==> src/psf_defs.svh <==
// constants for the program status flag block
`ifndef PSF_DEFS_SVH
`define PSF_DEFS_SVH

// ----------------------------------------------------------------
// register map
// ----------------------------------------------------------------
`define PSF_STATUS_OFFSET   8'hD0
`define PSF_STATUS_RESET    8'h00
`define PSF_WRITE_MASK      8'hFE
`define PSF_RDATA_PAD       24'h000000

// ----------------------------------------------------------------
// status word bit positions
// ----------------------------------------------------------------
`define PSF_CARRY_BIT       3'd7
`define PSF_NIBBLE_BIT      3'd6
`define PSF_USER0_BIT       3'd5
`define PSF_BANK_HI_BIT     3'd4
`define PSF_BANK_LO_BIT     3'd3
`define PSF_WRAP_BIT        3'd2
`define PSF_USER1_BIT       3'd1
`define PSF_PARITY_BIT      3'd0

// ----------------------------------------------------------------
// arithmetic limits
// ----------------------------------------------------------------
`define PSF_PRODUCT_LIMIT   16'h00FF
`define PSF_BCD_DIGIT_MAX   4'h9
`define PSF_BCD_LOW_ADJ     9'h006
`define PSF_BCD_HIGH_ADJ    9'h060

// ----------------------------------------------------------------
// bus responses
// ----------------------------------------------------------------
`define PSF_RESP_OKAY       2'b00
`define PSF_RESP_SLVERR     2'b10

`endif

==> src/psf_pkg.sv <==
// types shared by the program status flag block
package psf_pkg;

	// ------------------------------------------------------------
	// operations reported by the execution datapath
	// ------------------------------------------------------------
	typedef enum logic [3:0] {
		PSF_OP_NONE         = 4'h0,
		PSF_OP_ADD          = 4'h1,
		PSF_OP_ADDC         = 4'h2,
		PSF_OP_SUBB         = 4'h3,
		PSF_OP_PRODUCT      = 4'h4,
		PSF_OP_DIVIDE       = 4'h5,
		PSF_OP_BCD_ADJUST   = 4'h6,
		PSF_OP_COMPARE_JUMP = 4'h7,
		PSF_OP_ROT_RIGHT    = 4'h8,
		PSF_OP_ROT_LEFT     = 4'h9,
		PSF_OP_CARRY_CLR    = 4'hA,
		PSF_OP_CARRY_SET    = 4'hB,
		PSF_OP_CARRY_INV    = 4'hC,
		PSF_OP_CARRY_LOAD   = 4'hD
	} psf_op_type;

	// one executed instruction, valid for one cycle
	typedef struct packed {
		logic       valid;
		psf_op_type op;
		logic [7:0] opa;
		logic [7:0] opb;
		logic       bit_val;
	} psf_exec_type;

	// direct special function register write from the core
	typedef struct packed {
		logic       byte_we;
		logic       bit_we;
		logic [2:0] bit_idx;
		logic       bit_val;
		logic [7:0] wdata;
	} psf_sfr_wr_type;

	// ------------------------------------------------------------
	// bus state machines
	// ------------------------------------------------------------
	typedef enum logic [1:0] {
		PSF_WR_IDLE = 2'b01,
		PSF_WR_RESP = 2'b10
	} psf_wr_state_type;

	typedef enum logic [1:0] {
		PSF_RD_IDLE = 2'b01,
		PSF_RD_DATA = 2'b10
	} psf_rd_state_type;

endpackage

==> src/psf_program_status_flags.sv <==
// program status word flag logic with core and axi4-lite access
//
// Functional notes
// RULE_01: add or subtract sets carry on msb carry-out or borrow, else clears.
// RULE_02: multiply and divide always force the carry flag to zero.
// RULE_03: bcd adjust updates carry when the packed bcd sum overflows.
// RULE_04: compare-jump sets carry when first unsigned operand is below second.
// RULE_05: nibble carry follows carry or borrow at bit 3, else cleared.
// RULE_06: user flag changes only by software writes, never by results.
// RULE_07: upper bank select sits at bit 4, software read and write.
// RULE_08: status word lives at address D0H and resets to all zeros.
// RULE_09: every status bit is reachable by bit access and byte access; parity bit 0 here takes neither write.
// RULE_10: the two bank bits choose one of four working register banks.
// RULE_11: parity tracks odd count of ones in accumulator, not writable.
// RULE_12: overflow from carries of bits 6 and 7; product above 255.
// RULE_13: explicit write wins over a same-cycle flag update.
//
// Decided for this implementation: the AXI4-Lite slave port.
`timescale 1ns/100ps
`include "psf_defs.svh"

module psf_program_status_flags
	import psf_pkg::*;
(
	// clock and reset
	input  wire logic           ref_clk,
	input  wire logic           rst,
	// core execution datapath
	input  wire psf_exec_type   exec_in,
	input  wire psf_sfr_wr_type sfr_wr,
	input  wire logic [7:0]     acc_value,
	// status toward the core
	output logic [7:0]          status_word_q,
	output logic [7:0]          bank_base_q,
	// axi4-lite write channels
	input  wire logic [7:0]     s_axi_awaddr,
	input  wire logic           s_axi_awvalid,
	output logic                s_axi_awready,
	input  wire logic [31:0]    s_axi_wdata,
	input  wire logic [3:0]     s_axi_wstrb,
	input  wire logic           s_axi_wvalid,
	output logic                s_axi_wready,
	output logic [1:0]          s_axi_bresp,
	output logic                s_axi_bvalid,
	input  wire logic           s_axi_bready,
	// axi4-lite read channels
	input  wire logic [7:0]     s_axi_araddr,
	input  wire logic           s_axi_arvalid,
	output logic                s_axi_arready,
	output logic [31:0]         s_axi_rdata,
	output logic [1:0]          s_axi_rresp,
	output logic                s_axi_rvalid,
	input  wire logic           s_axi_rready
);

	// ------------------------------------------------------------
	// helper functions
	// ------------------------------------------------------------
	// word aligned match on the status word, low two bits ignored
	function automatic logic psf_hit(input logic [7:0] addr);
		psf_hit = (addr[7:2] == 6'(`PSF_STATUS_OFFSET >> 2)); // [RULE_08]
	endfunction

	// merge a software byte into the writable bits only
	function automatic logic [7:0] psf_merge(input logic [7:0] cur, wr);
		psf_merge = (cur & ~`PSF_WRITE_MASK) | (wr & `PSF_WRITE_MASK);
	endfunction

	// flag effect of one executed instruction on the status word
	function automatic logic [7:0] psf_apply(input logic [7:0] w,
		input psf_exec_type e);
		logic [7:0]  r;
		logic        cin;
		logic [8:0]  full, adj;
		logic [4:0]  nib;
		logic [7:0]  low7;
		logic [15:0] prod;
		r    = w;
		cin  = 1'b0;
		full = 9'h000;
		nib  = 5'h00;
		low7 = 8'h00;
		prod = 16'h0000;
		adj  = 9'h000;
		// user flags and bank bits are never touched here [RULE_06]
		case (e.op)
			PSF_OP_ADD, PSF_OP_ADDC: begin
				cin  = (e.op == PSF_OP_ADDC) ? w[`PSF_CARRY_BIT] : 1'b0;
				full = {1'b0, e.opa} + {1'b0, e.opb} + {8'h00, cin};
				nib  = {1'b0, e.opa[3:0]} + {1'b0, e.opb[3:0]}
					+ {4'h0, cin};
				low7 = {1'b0, e.opa[6:0]} + {1'b0, e.opb[6:0]}
					+ {7'h00, cin};
				r[`PSF_CARRY_BIT]  = full[8];           // [RULE_01]
				r[`PSF_NIBBLE_BIT] = nib[4];            // [RULE_05]
				r[`PSF_WRAP_BIT]   = full[8] ^ low7[7]; // [RULE_12]
			end
			PSF_OP_SUBB: begin
				cin  = w[`PSF_CARRY_BIT];
				full = {1'b0, e.opa} - {1'b0, e.opb} - {8'h00, cin};
				nib  = {1'b0, e.opa[3:0]} - {1'b0, e.opb[3:0]}
					- {4'h0, cin};
				low7 = {1'b0, e.opa[6:0]} - {1'b0, e.opb[6:0]}
					- {7'h00, cin};
				// borrow shows as the wrapped top bit of each difference
				r[`PSF_CARRY_BIT]  = full[8];           // [RULE_01]
				r[`PSF_NIBBLE_BIT] = nib[4];            // [RULE_05]
				r[`PSF_WRAP_BIT]   = full[8] ^ low7[7]; // [RULE_12]
			end
			PSF_OP_PRODUCT: begin
				prod = {8'h00, e.opa} * {8'h00, e.opb};
				r[`PSF_CARRY_BIT] = 1'b0;                       // [RULE_02]
				r[`PSF_WRAP_BIT]  = (prod > `PSF_PRODUCT_LIMIT); // [RULE_12]
			end
			PSF_OP_DIVIDE: begin
				// a zero divisor leaves the quotient undefined
				r[`PSF_CARRY_BIT] = 1'b0;          // [RULE_02]
				r[`PSF_WRAP_BIT]  = (e.opb == 8'h00);
			end
			PSF_OP_BCD_ADJUST: begin
				adj = {1'b0, e.opa};
				if (adj[3:0] > `PSF_BCD_DIGIT_MAX || w[`PSF_NIBBLE_BIT])
					adj = adj + `PSF_BCD_LOW_ADJ;
				if (adj[7:4] > `PSF_BCD_DIGIT_MAX || adj[8]
					|| w[`PSF_CARRY_BIT])
					adj = adj + `PSF_BCD_HIGH_ADJ;
				// carry is only ever set here, never cleared
				r[`PSF_CARRY_BIT] = w[`PSF_CARRY_BIT] | adj[8]; // [RULE_03]
			end
			PSF_OP_COMPARE_JUMP: begin
				r[`PSF_CARRY_BIT] = (e.opa < e.opb); // [RULE_04]
			end
			PSF_OP_ROT_RIGHT:  r[`PSF_CARRY_BIT] = e.opa[0];
			PSF_OP_ROT_LEFT:   r[`PSF_CARRY_BIT] = e.opa[7];
			PSF_OP_CARRY_CLR:  r[`PSF_CARRY_BIT] = 1'b0;
			PSF_OP_CARRY_SET:  r[`PSF_CARRY_BIT] = 1'b1;
			PSF_OP_CARRY_INV:  r[`PSF_CARRY_BIT] = ~w[`PSF_CARRY_BIT];
			// logic and move results on carry come in computed
			PSF_OP_CARRY_LOAD: r[`PSF_CARRY_BIT] = e.bit_val;
			default:           r = w;
		endcase
		psf_apply = r;
	endfunction

	// ------------------------------------------------------------
	// state declarations
	// ------------------------------------------------------------
	logic [7:0]       psw_q, psw_d;
	logic [7:0]       bank_base_d;
	psf_wr_state_type wr_state_q, wr_state_d;
	logic             aw_got_q, aw_got_d;
	logic             w_got_q, w_got_d;
	logic [7:0]       wr_addr_q, wr_addr_d;
	logic [7:0]       wr_byte_q, wr_byte_d;
	logic             wr_lane_q, wr_lane_d;
	logic             awready_d, wready_d;
	logic             bvalid_d;
	logic [1:0]       bresp_d;
	logic             wr_commit;
	psf_rd_state_type rd_state_q, rd_state_d;
	logic             arready_d, rvalid_d;
	logic [31:0]      rdata_d;
	logic [1:0]       rresp_d;

	// ------------------------------------------------------------
	// write channels: address and data taken in either order
	// ------------------------------------------------------------
	always_comb begin
		wr_state_d = wr_state_q;
		aw_got_d   = aw_got_q;
		w_got_d    = w_got_q;
		wr_addr_d  = wr_addr_q;
		wr_byte_d  = wr_byte_q;
		wr_lane_d  = wr_lane_q;
		awready_d  = s_axi_awready;
		wready_d   = s_axi_wready;
		bvalid_d   = s_axi_bvalid;
		bresp_d    = s_axi_bresp;
		wr_commit  = 1'b0;
		case (wr_state_q)
			PSF_WR_IDLE: begin
				if (s_axi_awvalid && s_axi_awready) begin
					aw_got_d  = 1'b1;
					wr_addr_d = s_axi_awaddr;
					awready_d = 1'b0;
				end
				if (s_axi_wvalid && s_axi_wready) begin
					w_got_d   = 1'b1;
					wr_byte_d = s_axi_wdata[7:0];
					wr_lane_d = s_axi_wstrb[0];
					wready_d  = 1'b0;
				end
				// commit in the cycle the second half arrives
				if (aw_got_d && w_got_d) begin
					wr_commit  = psf_hit(wr_addr_d) & wr_lane_d;
					bvalid_d   = 1'b1;
					bresp_d    = psf_hit(wr_addr_d) ? `PSF_RESP_OKAY
						: `PSF_RESP_SLVERR;
					wr_state_d = PSF_WR_RESP;
				end
			end
			PSF_WR_RESP: begin
				if (s_axi_bready) begin
					bvalid_d   = 1'b0;
					aw_got_d   = 1'b0;
					w_got_d    = 1'b0;
					awready_d  = 1'b1;
					wready_d   = 1'b1;
					wr_state_d = PSF_WR_IDLE;
				end
			end
			default: begin
				wr_state_d = PSF_WR_IDLE;
				aw_got_d   = 1'b0;
				w_got_d    = 1'b0;
				awready_d  = 1'b1;
				wready_d   = 1'b1;
				bvalid_d   = 1'b0;
			end
		endcase
	end

	// write channel registers
	always_ff @(posedge ref_clk or posedge rst) begin
		if (rst) begin
			wr_state_q    <= PSF_WR_IDLE;
			aw_got_q      <= 1'b0;
			w_got_q       <= 1'b0;
			wr_addr_q     <= 8'h00;
			wr_byte_q     <= 8'h00;
			wr_lane_q     <= 1'b0;
			s_axi_awready <= 1'b1;
			s_axi_wready  <= 1'b1;
			s_axi_bvalid  <= 1'b0;
			s_axi_bresp   <= `PSF_RESP_OKAY;
		end else begin
			wr_state_q    <= wr_state_d;
			aw_got_q      <= aw_got_d;
			w_got_q       <= w_got_d;
			wr_addr_q     <= wr_addr_d;
			wr_byte_q     <= wr_byte_d;
			wr_lane_q     <= wr_lane_d;
			s_axi_awready <= awready_d;
			s_axi_wready  <= wready_d;
			s_axi_bvalid  <= bvalid_d;
			s_axi_bresp   <= bresp_d;
		end
	end

	// ------------------------------------------------------------
	// read channels: one beat answered the cycle after the address
	// ------------------------------------------------------------
	always_comb begin
		rd_state_d = rd_state_q;
		arready_d  = s_axi_arready;
		rvalid_d   = s_axi_rvalid;
		rdata_d    = s_axi_rdata;
		rresp_d    = s_axi_rresp;
		case (rd_state_q)
			PSF_RD_IDLE: begin
				if (s_axi_arvalid && s_axi_arready) begin
					// unmapped reads return zero with an error
					rdata_d    = psf_hit(s_axi_araddr)
						? {`PSF_RDATA_PAD, psw_q} : 32'h00000000;
					rresp_d    = psf_hit(s_axi_araddr) ? `PSF_RESP_OKAY
						: `PSF_RESP_SLVERR;
					rvalid_d   = 1'b1;
					arready_d  = 1'b0;
					rd_state_d = PSF_RD_DATA;
				end
			end
			PSF_RD_DATA: begin
				if (s_axi_rready) begin
					rvalid_d   = 1'b0;
					arready_d  = 1'b1;
					rd_state_d = PSF_RD_IDLE;
				end
			end
			default: begin
				rvalid_d   = 1'b0;
				arready_d  = 1'b1;
				rd_state_d = PSF_RD_IDLE;
			end
		endcase
	end

	// read channel registers
	always_ff @(posedge ref_clk or posedge rst) begin
		if (rst) begin
			rd_state_q    <= PSF_RD_IDLE;
			s_axi_arready <= 1'b1;
			s_axi_rvalid  <= 1'b0;
			s_axi_rdata   <= 32'h00000000;
			s_axi_rresp   <= `PSF_RESP_OKAY;
		end else begin
			rd_state_q    <= rd_state_d;
			s_axi_arready <= arready_d;
			s_axi_rvalid  <= rvalid_d;
			s_axi_rdata   <= rdata_d;
			s_axi_rresp   <= rresp_d;
		end
	end

	// ------------------------------------------------------------
	// status word: flag update, then explicit writes on top
	// ------------------------------------------------------------
	always_comb begin
		psw_d = psw_q;
		if (exec_in.valid)
			psw_d = psf_apply(psw_q, exec_in);
		// explicit writes are applied last so they take precedence
		if (sfr_wr.byte_we)
			psw_d = psf_merge(psw_d, sfr_wr.wdata); // [RULE_13] [RULE_07]
		if (sfr_wr.bit_we && sfr_wr.bit_idx != `PSF_PARITY_BIT)
			psw_d[sfr_wr.bit_idx] = sfr_wr.bit_val; // [RULE_09] [RULE_13]
		// the byte of this write only, never a stale earlier one
		if (wr_commit)
			psw_d = psf_merge(psw_d, wr_byte_d); // [RULE_13]
		// parity always follows the accumulator, writes are dropped
		psw_d[`PSF_PARITY_BIT] = ^acc_value; // [RULE_11]
		// bank base is the address of r0 in internal ram
		bank_base_d = {3'b000, psw_d[`PSF_BANK_HI_BIT],
			psw_d[`PSF_BANK_LO_BIT], 3'b000}; // [RULE_10]
	end

	// status word registers, cleared on reset
	always_ff @(posedge ref_clk or posedge rst) begin
		if (rst) begin
			psw_q         <= `PSF_STATUS_RESET; // [RULE_08]
			status_word_q <= `PSF_STATUS_RESET;
			bank_base_q   <= 8'h00;
		end else begin
			psw_q         <= psw_d;
			status_word_q <= psw_d;
			bank_base_q   <= bank_base_d;
		end
	end

endmodule

==> config.mk <==
export PLATFORM = sky130hd
export DESIGN_NAME = psf_program_status_flags
export DESIGN_NICKNAME = d
export VERILOG_FILES = /design/src/psf_pkg.sv /design/src/psf_program_status_flags.sv
export VERILOG_INCLUDE_DIRS = /design/src
export SDC_FILE = /design/constraint.sdc
export NUM_CORES = 1
export LEC_CHECK = 0
export BUFFER_PORTS_ARGS = -buffer_cell sky130_fd_sc_hd__buf_4
export CORE_AREA = 10 10 125 115
export DETAILED_ROUTE_END_ITERATION = 6
export DIE_AREA = 0 0 135 125
export PLACE_DENSITY = 0.78
export SYNTH_ARGS = -nofsm -noshare
export SYNTH_HDL_FRONTEND = slang
export SYNTH_SLANG_ARGS = --single-unit
==> constraint.sdc <==
create_clock -name ref_clk -period 2.6 [get_ports ref_clk]
set_input_delay 0.52 -clock ref_clk [delete_from_list [all_inputs] [get_ports ref_clk]]
set_output_delay 0.52 -clock ref_clk [all_outputs]
set_load 0.02 [all_outputs]
==> metrics.txt, run 1 <==
row count=38; CP Cell Sequence=buf_4 -> clkinvlp_4 -> buf_4 -> nor2_2 -> fa_2 -> fa_1 -> inv_1 -> fa_1 -> fa_1 -> inv_1 -> ha_1 -> o21ai_2 -> o21ai_1 -> o211a_1 -> o22ai_1 -> mux2_2 -> o311a_1 -> o2111a_1 -> o2bb2ai_1; Seq. cell area=1010 um^2; Core Area=11,800 um^2; slack of the critical path=-1.62 ns; Via-to-Cell Ratio=5.00; CTS Buf Count=5; drt first pass iters=5; # DRC=0; GP Congestion=0.933; Die W=135 um; Iter 0 DRT Violations=238; Clock Latency Late Sink=0.28 ns; dominant cell type by area after synthesis=dfrtp_1; post-synthesis sequential area ratio=0.199; WP data required=2.81 ns; top post-synthesis cells by area=dfrtp_1 (18%), ha_1 (16%), fa_1 (15%); ys async rst share=1.00; most frequent CP cell=fa_1; hpwl dp=12,100 um; number of synthesized flops with an enable pin=0; Worst Path Arrival=4.43 ns; CTS H-Tree Depth=2; hold_buf cts=0; Post-Place Worst Slack=-1.99 ns; initial antenna violation count=0; Area growth syn-to-layout=35.2%; fin. max-slew vios=0; Buf+Inv Stages, Crit Path=5; Cell Area, Placed=6430 um^2; Ports=160; antenna diode count=0; slowest stage delay, CP=0.54 ns; final setup vio count=2; CTS tree=done; max_slew headroom=0.606; flops & latches, synth=40; PortBufs=94; Final ANT Viol Nets=0; Clock Skew=0.00805 ns; total number of vias=4,606; endpoint class of the critical path=register; Ys Warns=0; startpoint types=input pin; Syn Area/Cell=8.67 um^2; Max rail drop VDD=0.000303 V; Main synth FF type=dfrtp_1; violated checks=setup timing; most frequent cells in the layout=buf_4 (174), inv_1 (68), ha_1 (58); final wirelength=14,600 um; largest net degree at the start of global routing=41; RSZ-0062 raised after global routing=true; fin util=0.578; fin crit share=1.62; Final #Nets=964; layout cells sized above 1=0.356; power per cell area=639 nW/um^2; Crit-path slowest cell=fa_1; gr usage total=0.166; min-delay worst type=input pin to async pin; Worst Path Max Fanout=5; Max Root-Sink Buffers=2; Slew @ Worst Pin=0.588 ns; final hold viol count=0; critical path class=input pin to register; Clock Pin Slew Worst Setup and Hold Paths=0.07 ns; LEAKAGE=3.41 nW; initial core utilization=0.428; Final min period=4.22 ns; final instance area=6840 um^2; status=finished, violations left; Fin Hold WS=0.359 ns; Pwr Total=4.37 mW; GRT overflow=0; Max Cap Violations=0; root buf cell=clkbuf_16; die height=125 um; Fmax=237 MHz; Distinct cells, synth=66; area used by multi-input combinational logic=3730 um^2; first-pass GRT wire length=23,300 um; CP top delay family=adder cells; cell area after synthesis=5060 um^2; vias in the first global route=4,753; fill count=1,004; cells after synthesis=584; drt wl/cell=15.8 um; Sink Count=40; Synth top area share=0.178; Die ar.=16,900 um^2; commonest non-fill, non-tap cell in the layout=buf_4
==> metal layers <==
| layer | GRT usage | share of wire | vias to the layer above |
|---|---|---|---|
| li1 | - | - | 2236 |
| met1 | 0.203 | 0.42 | 2228 |
| met2 | 0.296 | 0.52 | 120 |
| met3 | 0.0292 | 0.046 | 22 |
| met4 | 0.0329 | 0.017 | 0 |
| met5 | 0 | 0 | - |
==> logic make-up after synthesis <==
| logic type | count (synthesis) | share of synthesized area |
|---|---|---|
| buffers and inverters | 129 | 0.124 |
| AO/OA/AOI/OAI | 91 | 0.117 |
| multiplexers | 26 | 0.0558 |
| AND/OR/NAND/NOR | 180 | 0.171 |
| adder cells (fa/ha/maj) | 102 | 0.306 |
| XOR/XNOR | 15 | 0.0259 |
| other | 1 | 0.000741 |
| flip-flops | 40 | 0.199 |
==> worst min-delay path: cells and delay by family <==
kind	cells	cell delay (ns)
buffers and inverters	3	0.58
==> synthesized netlist by cell type (12+ instances only) <==
library cell  count
a21oi_1          25
buf_4            34
dfrtp_1          36
fa_1             37
ha_1             64
inv_1            84
mux2_2           18
nand2_1          51
nor2_1           62
nor3_1           12
o21ai_0          25
xnor2_1          12
==> registers in the layout (all words and copies together) (netlist names) <==
register	flops
aw_got_q	1
psw_q	8
rd_state_q	1
s_axi_awready	1
s_axi_bresp	1
s_axi_bvalid	1
s_axi_rdata	8
s_axi_rresp	1
s_axi_rvalid	1
s_axi_wready	1
w_got_q	1
wr_addr_q	6
wr_byte_q	7
wr_lane_q	1
wr_state_q	1
==> stage by stage <==
step                setup TNS [ns]  cells
finish                       -1.74    921
global route                 -1.99    921
CTS                          -1.70    919
detailed placement           -2.58    901
global placement             -2.45    901
floorplan                    -1.54    615
==> layout make-up <==
type                       instances  area share
sequential                        40       0.147
clock inverter                     3     0.00676
tap                              160      0.0293
inverter                          87      0.0516
clock buffer                       5      0.0183
timing repair buffer             180       0.202
multi-input combinational        446       0.545
==> path summary, 6_finish.rpt <==
path,cells after the start,from,slack [ns],to
max,19,exec_in[3],-1.62,psw_q[2]$_DFF_PP0_
min,3,rst,0.36,s_axi_rdata[7]$_DFFE_PP0P_
max reg2reg,11,psw_q[7]$_DFF_PP0_,0.07,psw_q[2]$_DFF_PP0_
min reg2reg,2,s_axi_rdata[6]$_DFFE_PP0P_,0.48,s_axi_rdata[6]$_DFFE_PP0P_
max in group asynchronous,3,rst,1.87,wr_state_q[0]$_DFFE_PP1P_
min in group ref_clk,2,s_axi_rready,0.46,s_axi_rvalid$_DFFE_PP0P_
==> repair_timing <==
item                       4_1_cts  5_1_grt
cloned                           0        0
setup buffers                   10        2
gates resized for setup         25       14
pin swaps                       28       10
setup endpoints to repair        2        3
hold endpoints to repair         0        0
==> power breakdown <==
part / internal (mW) / switching [mW]
logic: 1.31 / 1.39
registers: 0.836 / 0.118
clock network: 0.456 / 0.261
total: 2.61 / 1.77
Note: power is estimated with default switching activity, not from simulation.
==> run 2: changes to the inputs <==
--- a/config.mk
+++ b/config.mk
@@ -10,7 +10,7 @@
 export CORE_AREA = 10 10 125 115
 export DETAILED_ROUTE_END_ITERATION = 6
 export DIE_AREA = 0 0 135 125
-export PLACE_DENSITY = 0.78
+export PLACE_DENSITY = 0.7
 export SYNTH_ARGS = -nofsm -noshare
 export SYNTH_HDL_FRONTEND = slang
 export SYNTH_SLANG_ARGS = --single-unit
==> metrics.txt, run 2 (same netlist as run 1, synthesis figures left out) <==
status=finished, violations left; violated checks=setup timing; slack of the critical path=-1.56 ns; max_slew headroom=0.623; Die W=135 um; Max rail drop VDD=0.000388 V; slowest stage delay, CP=0.50 ns; antenna diode count=0; final setup vio count=2; Reg2Reg Capture Point=psw_q[2]$_DFF_PP0_; Clock Latency Late Sink=0.28 ns; Crit-path slowest cell=fa_1; endpoint class of the critical path=register; Final #Nets=962; Max Cap Violations=0; gr usage total=0.172; Final Non-Filler Cells=919; Top Registers=psw_q x8, s_axi_rdata x8, wr_byte_q x7; CP top delay family=adder cells; Clock Skew=0.00563 ns; dpl cells=902; Cell Area, Placed=6440 um^2; total number of vias=4,617; Final min period=4.16 ns; reg2reg setup slack=0.08 ns; hpwl dp=12,700 um; Final ANT Viol Nets=0; RSZ-0062 raised after global routing=true; Worst Path Arrival=4.33 ns; WP data required=2.77 ns; Crit. path cell count=19; GRT overflow=0; Crit. Startpoint=exec_in[11]; commonest non-fill, non-tap cell in the layout=buf_4; Slew @ Worst Pin=0.564 ns; Max Root-Sink Buffers=2; drt first pass iters=4; drt wl/cell=16.4 um; CTS tree=done; initial antenna violation count=0; Buf+Inv Stages, Crit Path=5; Worst Path Max Fanout=5; largest net degree at the start of global routing=41; startpoint types=input pin; most frequent cells in the layout=buf_4 (167), inv_1 (72), ha_1 (54); Via-to-Cell Ratio=5.02; die height=125 um; CTS Buf Count=5; Ports=160; final instance area=6950 um^2; CTS H-Tree Depth=2; GP Congestion=0.933; Sink Count=40; CP Cell Sequence=buf_6 -> clkinvlp_4 -> buf_4 -> nor2_2 -> fa_2 -> ha_1 -> inv_1 -> fa_1 -> fa_1 -> inv_1 -> ha_4 -> o21ai_2 -> o21ai_1 -> o211a_1 -> o22ai_1 -> mux2_2 -> o311a_1 -> o2111a_1 -> o2bb2ai_2; # DRC=0; Area growth syn-to-layout=37.2%; Die ar.=16,900 um^2; Critical R2R Launch=psw_q[7]$_DFF_PP0_; critical path class=input pin to register; Clock Pin Slew Worst Setup and Hold Paths=0.06 ns; PortBufs=94; Fmax=241 MHz; final wirelength=15,000 um; row count=38; final hold viol count=0; fin util=0.587; root buf cell=clkbuf_16; min-delay worst type=input pin to async pin; total negative slack=-1.61 ns; fin. max-slew vios=0; Core Area=11,800 um^2; hold_buf cts=0; R2R depth=11; layout cells sized above 1=0.368; vias in the first global route=4,820; initial core utilization=0.428; LEAKAGE=3.40 nW; first-pass GRT wire length=23,900 um; Iter 0 DRT Violations=310; fill count=1,000; power per cell area=646 nW/um^2; fin crit share=1.60
-- run 2: cell count changes in the layout (fill, tap and decap cells not counted), sizes merged --
| cell | delta |
|---|---|
| clkbuf | +2 |
| inv | -2 |
| buf | -2 |
| clkinvlp | +1 |
| clkinv | -1 |
-- run 2: layout make-up --
class | instances | area [um^2] | area share
Clock buffer | 7 | 153 | 0.0220
Sequential cell | 40 | 1010 | 0.145
Tap cell | 160 | 200 | 0.0288
Timing Repair Buffer | 178 | 1380 | 0.199
Clock inverter | 1 | 30.0 | 0.00432
Multi-Input combinational cell | 446 | 3820 | 0.549
Inverter | 87 | 359 | 0.0517
-- run 2: how the worst max path moves through the flow --
stage | to
floorplan | psw_q[2]$_DFF_PP0_
global placement | psw_q[2]$_DFF_PP0_
detailed placement | psw_q[2]$_DFF_PP0_
CTS | psw_q[2]$_DFF_PP0_
global route | psw_q[2]$_DFF_PP0_
finish | psw_q[2]$_DFF_PP0_
-- run 2: per-layer routing --
layer,part of all wire,GRT usage,wire length (um),vias up
li1,-,-,-,2227
met1,0.42,0.216,6280,2243
met2,0.52,0.306,7830,124
met3,0.044,0.0196,662,23
met4,0.017,0.0424,262,0
met5,0,0,0,-
-- run 2: worst reg2reg max path: cells and delay by family, from the launching register on --
family | cells | cell delay [ns]
compound gates | 4 | 0.81
fa+ha+maj | 2 | 0.63
flops | 1 | 0.35
mux | 1 | 0.26
simple gates | 2 | 0.16
xor+xnor | 1 | 0.15
buf+inv | 1 | 0.06
-- run 2: where the power goes --
group	internal (mW)	total, mW	switching, mW
clock	0.505	0.747	0.242
sequential	0.836	0.947	0.111
combinational	1.35	2.79	1.44
-- run 2: through the flow --
| stage | setup slack [ns] | hold slack (ns) | power, mW |
|---|---|---|---|
| 4_1_cts | -1.55 | 0.386 | 4.44 |
| 3_5_place_dp | -1.98 | 0.476 | 3.52 |
| 3_3_place_gp | -1.88 | 0.464 | 3.43 |
| 6_report | -1.56 | 0.362 | 4.49 |
| 2_1_floorplan | -1.54 | 0.467 | 2.63 |
| 5_1_grt | -1.69 | 0.423 | 4.85 |
-- run 2: timing repair --
action	CTS	global route
setup buffers	4	5
gates resized for setup	27	30
endpoints found under the setup margin	2	3
cloned	0	0
pin swaps	27	24
==> run 3: changes to the inputs <==
==> constraint.sdc (replaced) <==
create_clock -name ref_clk -period 4.77 [get_ports ref_clk]
set_input_delay 0.954 -clock ref_clk [delete_from_list [all_inputs] [get_ports ref_clk]]
set_output_delay 0.954 -clock ref_clk [all_outputs]
set_load 0.02 [all_outputs]
==> metrics.txt, run 3 (same netlist as run 1, synthesis figures left out) <==
Die W=135 um; RSZ-0062 raised after global routing=true; hold path start=s_axi_rdata[1]$_DFFE_PP0P_; final wirelength=14,100 um; CTS tree=done; Fmax=211 MHz; slack of the critical path=0.0282 ns; Top Registers=psw_q x8, s_axi_rdata x8, wr_byte_q x7; Clock Pin Slew Worst Setup and Hold Paths=0.06 ns; Final ANT Viol Nets=0; fin util=0.562; Pwr Total=2.37 mW; die height=125 um; DR WL met2=7310 um; Final #Nets=941; hpwl dp=11,800 um; initial antenna violation count=0; Crit. Startpoint=exec_in[5]; CTS Buf Count=5; total negative slack=0 ns; hold_buf cts=0; drt first pass iters=5; Max rail drop VDD=0.000191 V; min-delay worst type=register to register; PortBufs=94; Post-Place Worst Slack=-0.439 ns; GRT overflow=0; layout cells sized above 1=0.325; first-pass GRT wire length=23,000 um; fin. max-slew vios=0; Via-to-Cell Ratio=5.10; drt wl/cell=15.7 um; row count=38; initial core utilization=0.428; Max Cap Violations=0; root buf cell=clkbuf_16; Slew @ Worst Pin=0.944 ns; status=completed; Clock Latency Late Sink=0.28 ns; Core Area=11,800 um^2; # DRC=0; WP data required=4.97 ns; met3 WL=794 um; final hold viol count=0; final instance area=6650 um^2; fin crit share=0.994; Cell Area, Placed=6220 um^2; Critical R2R Launch=psw_q[7]$_DFF_PP0_; Final min period=4.74 ns; DRT met1 WL=5820 um; most frequent cells in the layout=buf_4 (152), inv_1 (73), ha_1 (59); Worst Path Arrival=4.95 ns; vias in the first global route=4,786; antenna diode count=0; DR top layer=met4; gr usage total=0.162; Die ar.=16,900 um^2; Worst Path Max Fanout=5; Fin Hold WS=0.485 ns; endpoint class of the critical path=register; Clock Skew=0.00352 ns; Ports=160; total number of vias=4,582; final setup vio count=0; Sink Count=40; Iter 0 DRT Violations=350; Area growth syn-to-layout=31.4%; GP Congestion=0.884; dpl cells=882; Max Root-Sink Buffers=2; commonest non-fill, non-tap cell in the layout=buf_4; CTS H-Tree Depth=2; max_slew headroom=0.366; critical path class=input pin to register; Final Non-Filler Cells=898; power per cell area=357 nW/um^2; startpoint types=input pin; LEAKAGE=3.28 nW; largest net degree at the start of global routing=41
-- run 3: power by group --
part | internal (mW) | total [mW] | switching (mW)
sequential | 0.456 | 0.519 | 0.0630
combinational | 0.704 | 1.48 | 0.777
clock | 0.246 | 0.374 | 0.128
total | 1.41 | 2.37 | 0.968
-- run 3: path summary, 6_finish.rpt --
| kind | depth (start not counted) | slack [ns] | to |
|---|---|---|---|
| max | 16 | 0.03 | psw_q[2]$_DFF_PP0_ |
| min | 2 | 0.49 | s_axi_rdata[1]$_DFFE_PP0P_ |
| max reg2reg | 11 | 2.02 | psw_q[2]$_DFF_PP0_ |
| min reg2reg | 2 | 0.49 | s_axi_rdata[1]$_DFFE_PP0P_ |
| max in group asynchronous | 3 | 3.61 | wr_state_q[0]$_DFFE_PP1P_ |
| min in group asynchronous | 3 | 0.81 | s_axi_rvalid$_DFFE_PP0P_ |
-- run 3: layout make-up --
| type | instances | area [um^2] |
|---|---|---|
| clock inverters | 2 | 35.0 |
| well taps | 160 | 200 |
| clock buffers | 6 | 129 |
| inverters | 87 | 352 |
| repair buffers | 157 | 1210 |
| fillers | 1062 | 5190 |
| flip-flops and latches | 40 | 1010 |
| multi-input cells | 446 | 3720 |
-- run 3: worst max-delay path: stages --
cell and delay, ns:
buf_4 0.15, ha_2 0.21, fa_1 0.57, fa_2 0.45, fa_1 0.49, inv_1 0.06, fa_2 0.55, inv_1 0.07
ha_4 0.25, buf_4 0.14, o211a_4 0.15, o22ai_1 0.12, mux2_2 0.36, o311a_1 0.14, o2111a_2 0.18, o2bb2ai_2 0.13
-- run 3: routing by layer --
metal / up-vias / track usage
li1: 2183 / -
met1: 2231 / 0.198
met2: 156 / 0.293
met3: 12 / 0.0268
met4: 0 / 0.0278
met5: - / 0
-- run 3: timing repair --
item,CTS,global route
pin swaps,9,22
resized for setup,15,42
setup buffers,2,6
endpoints found under the setup margin,1,1
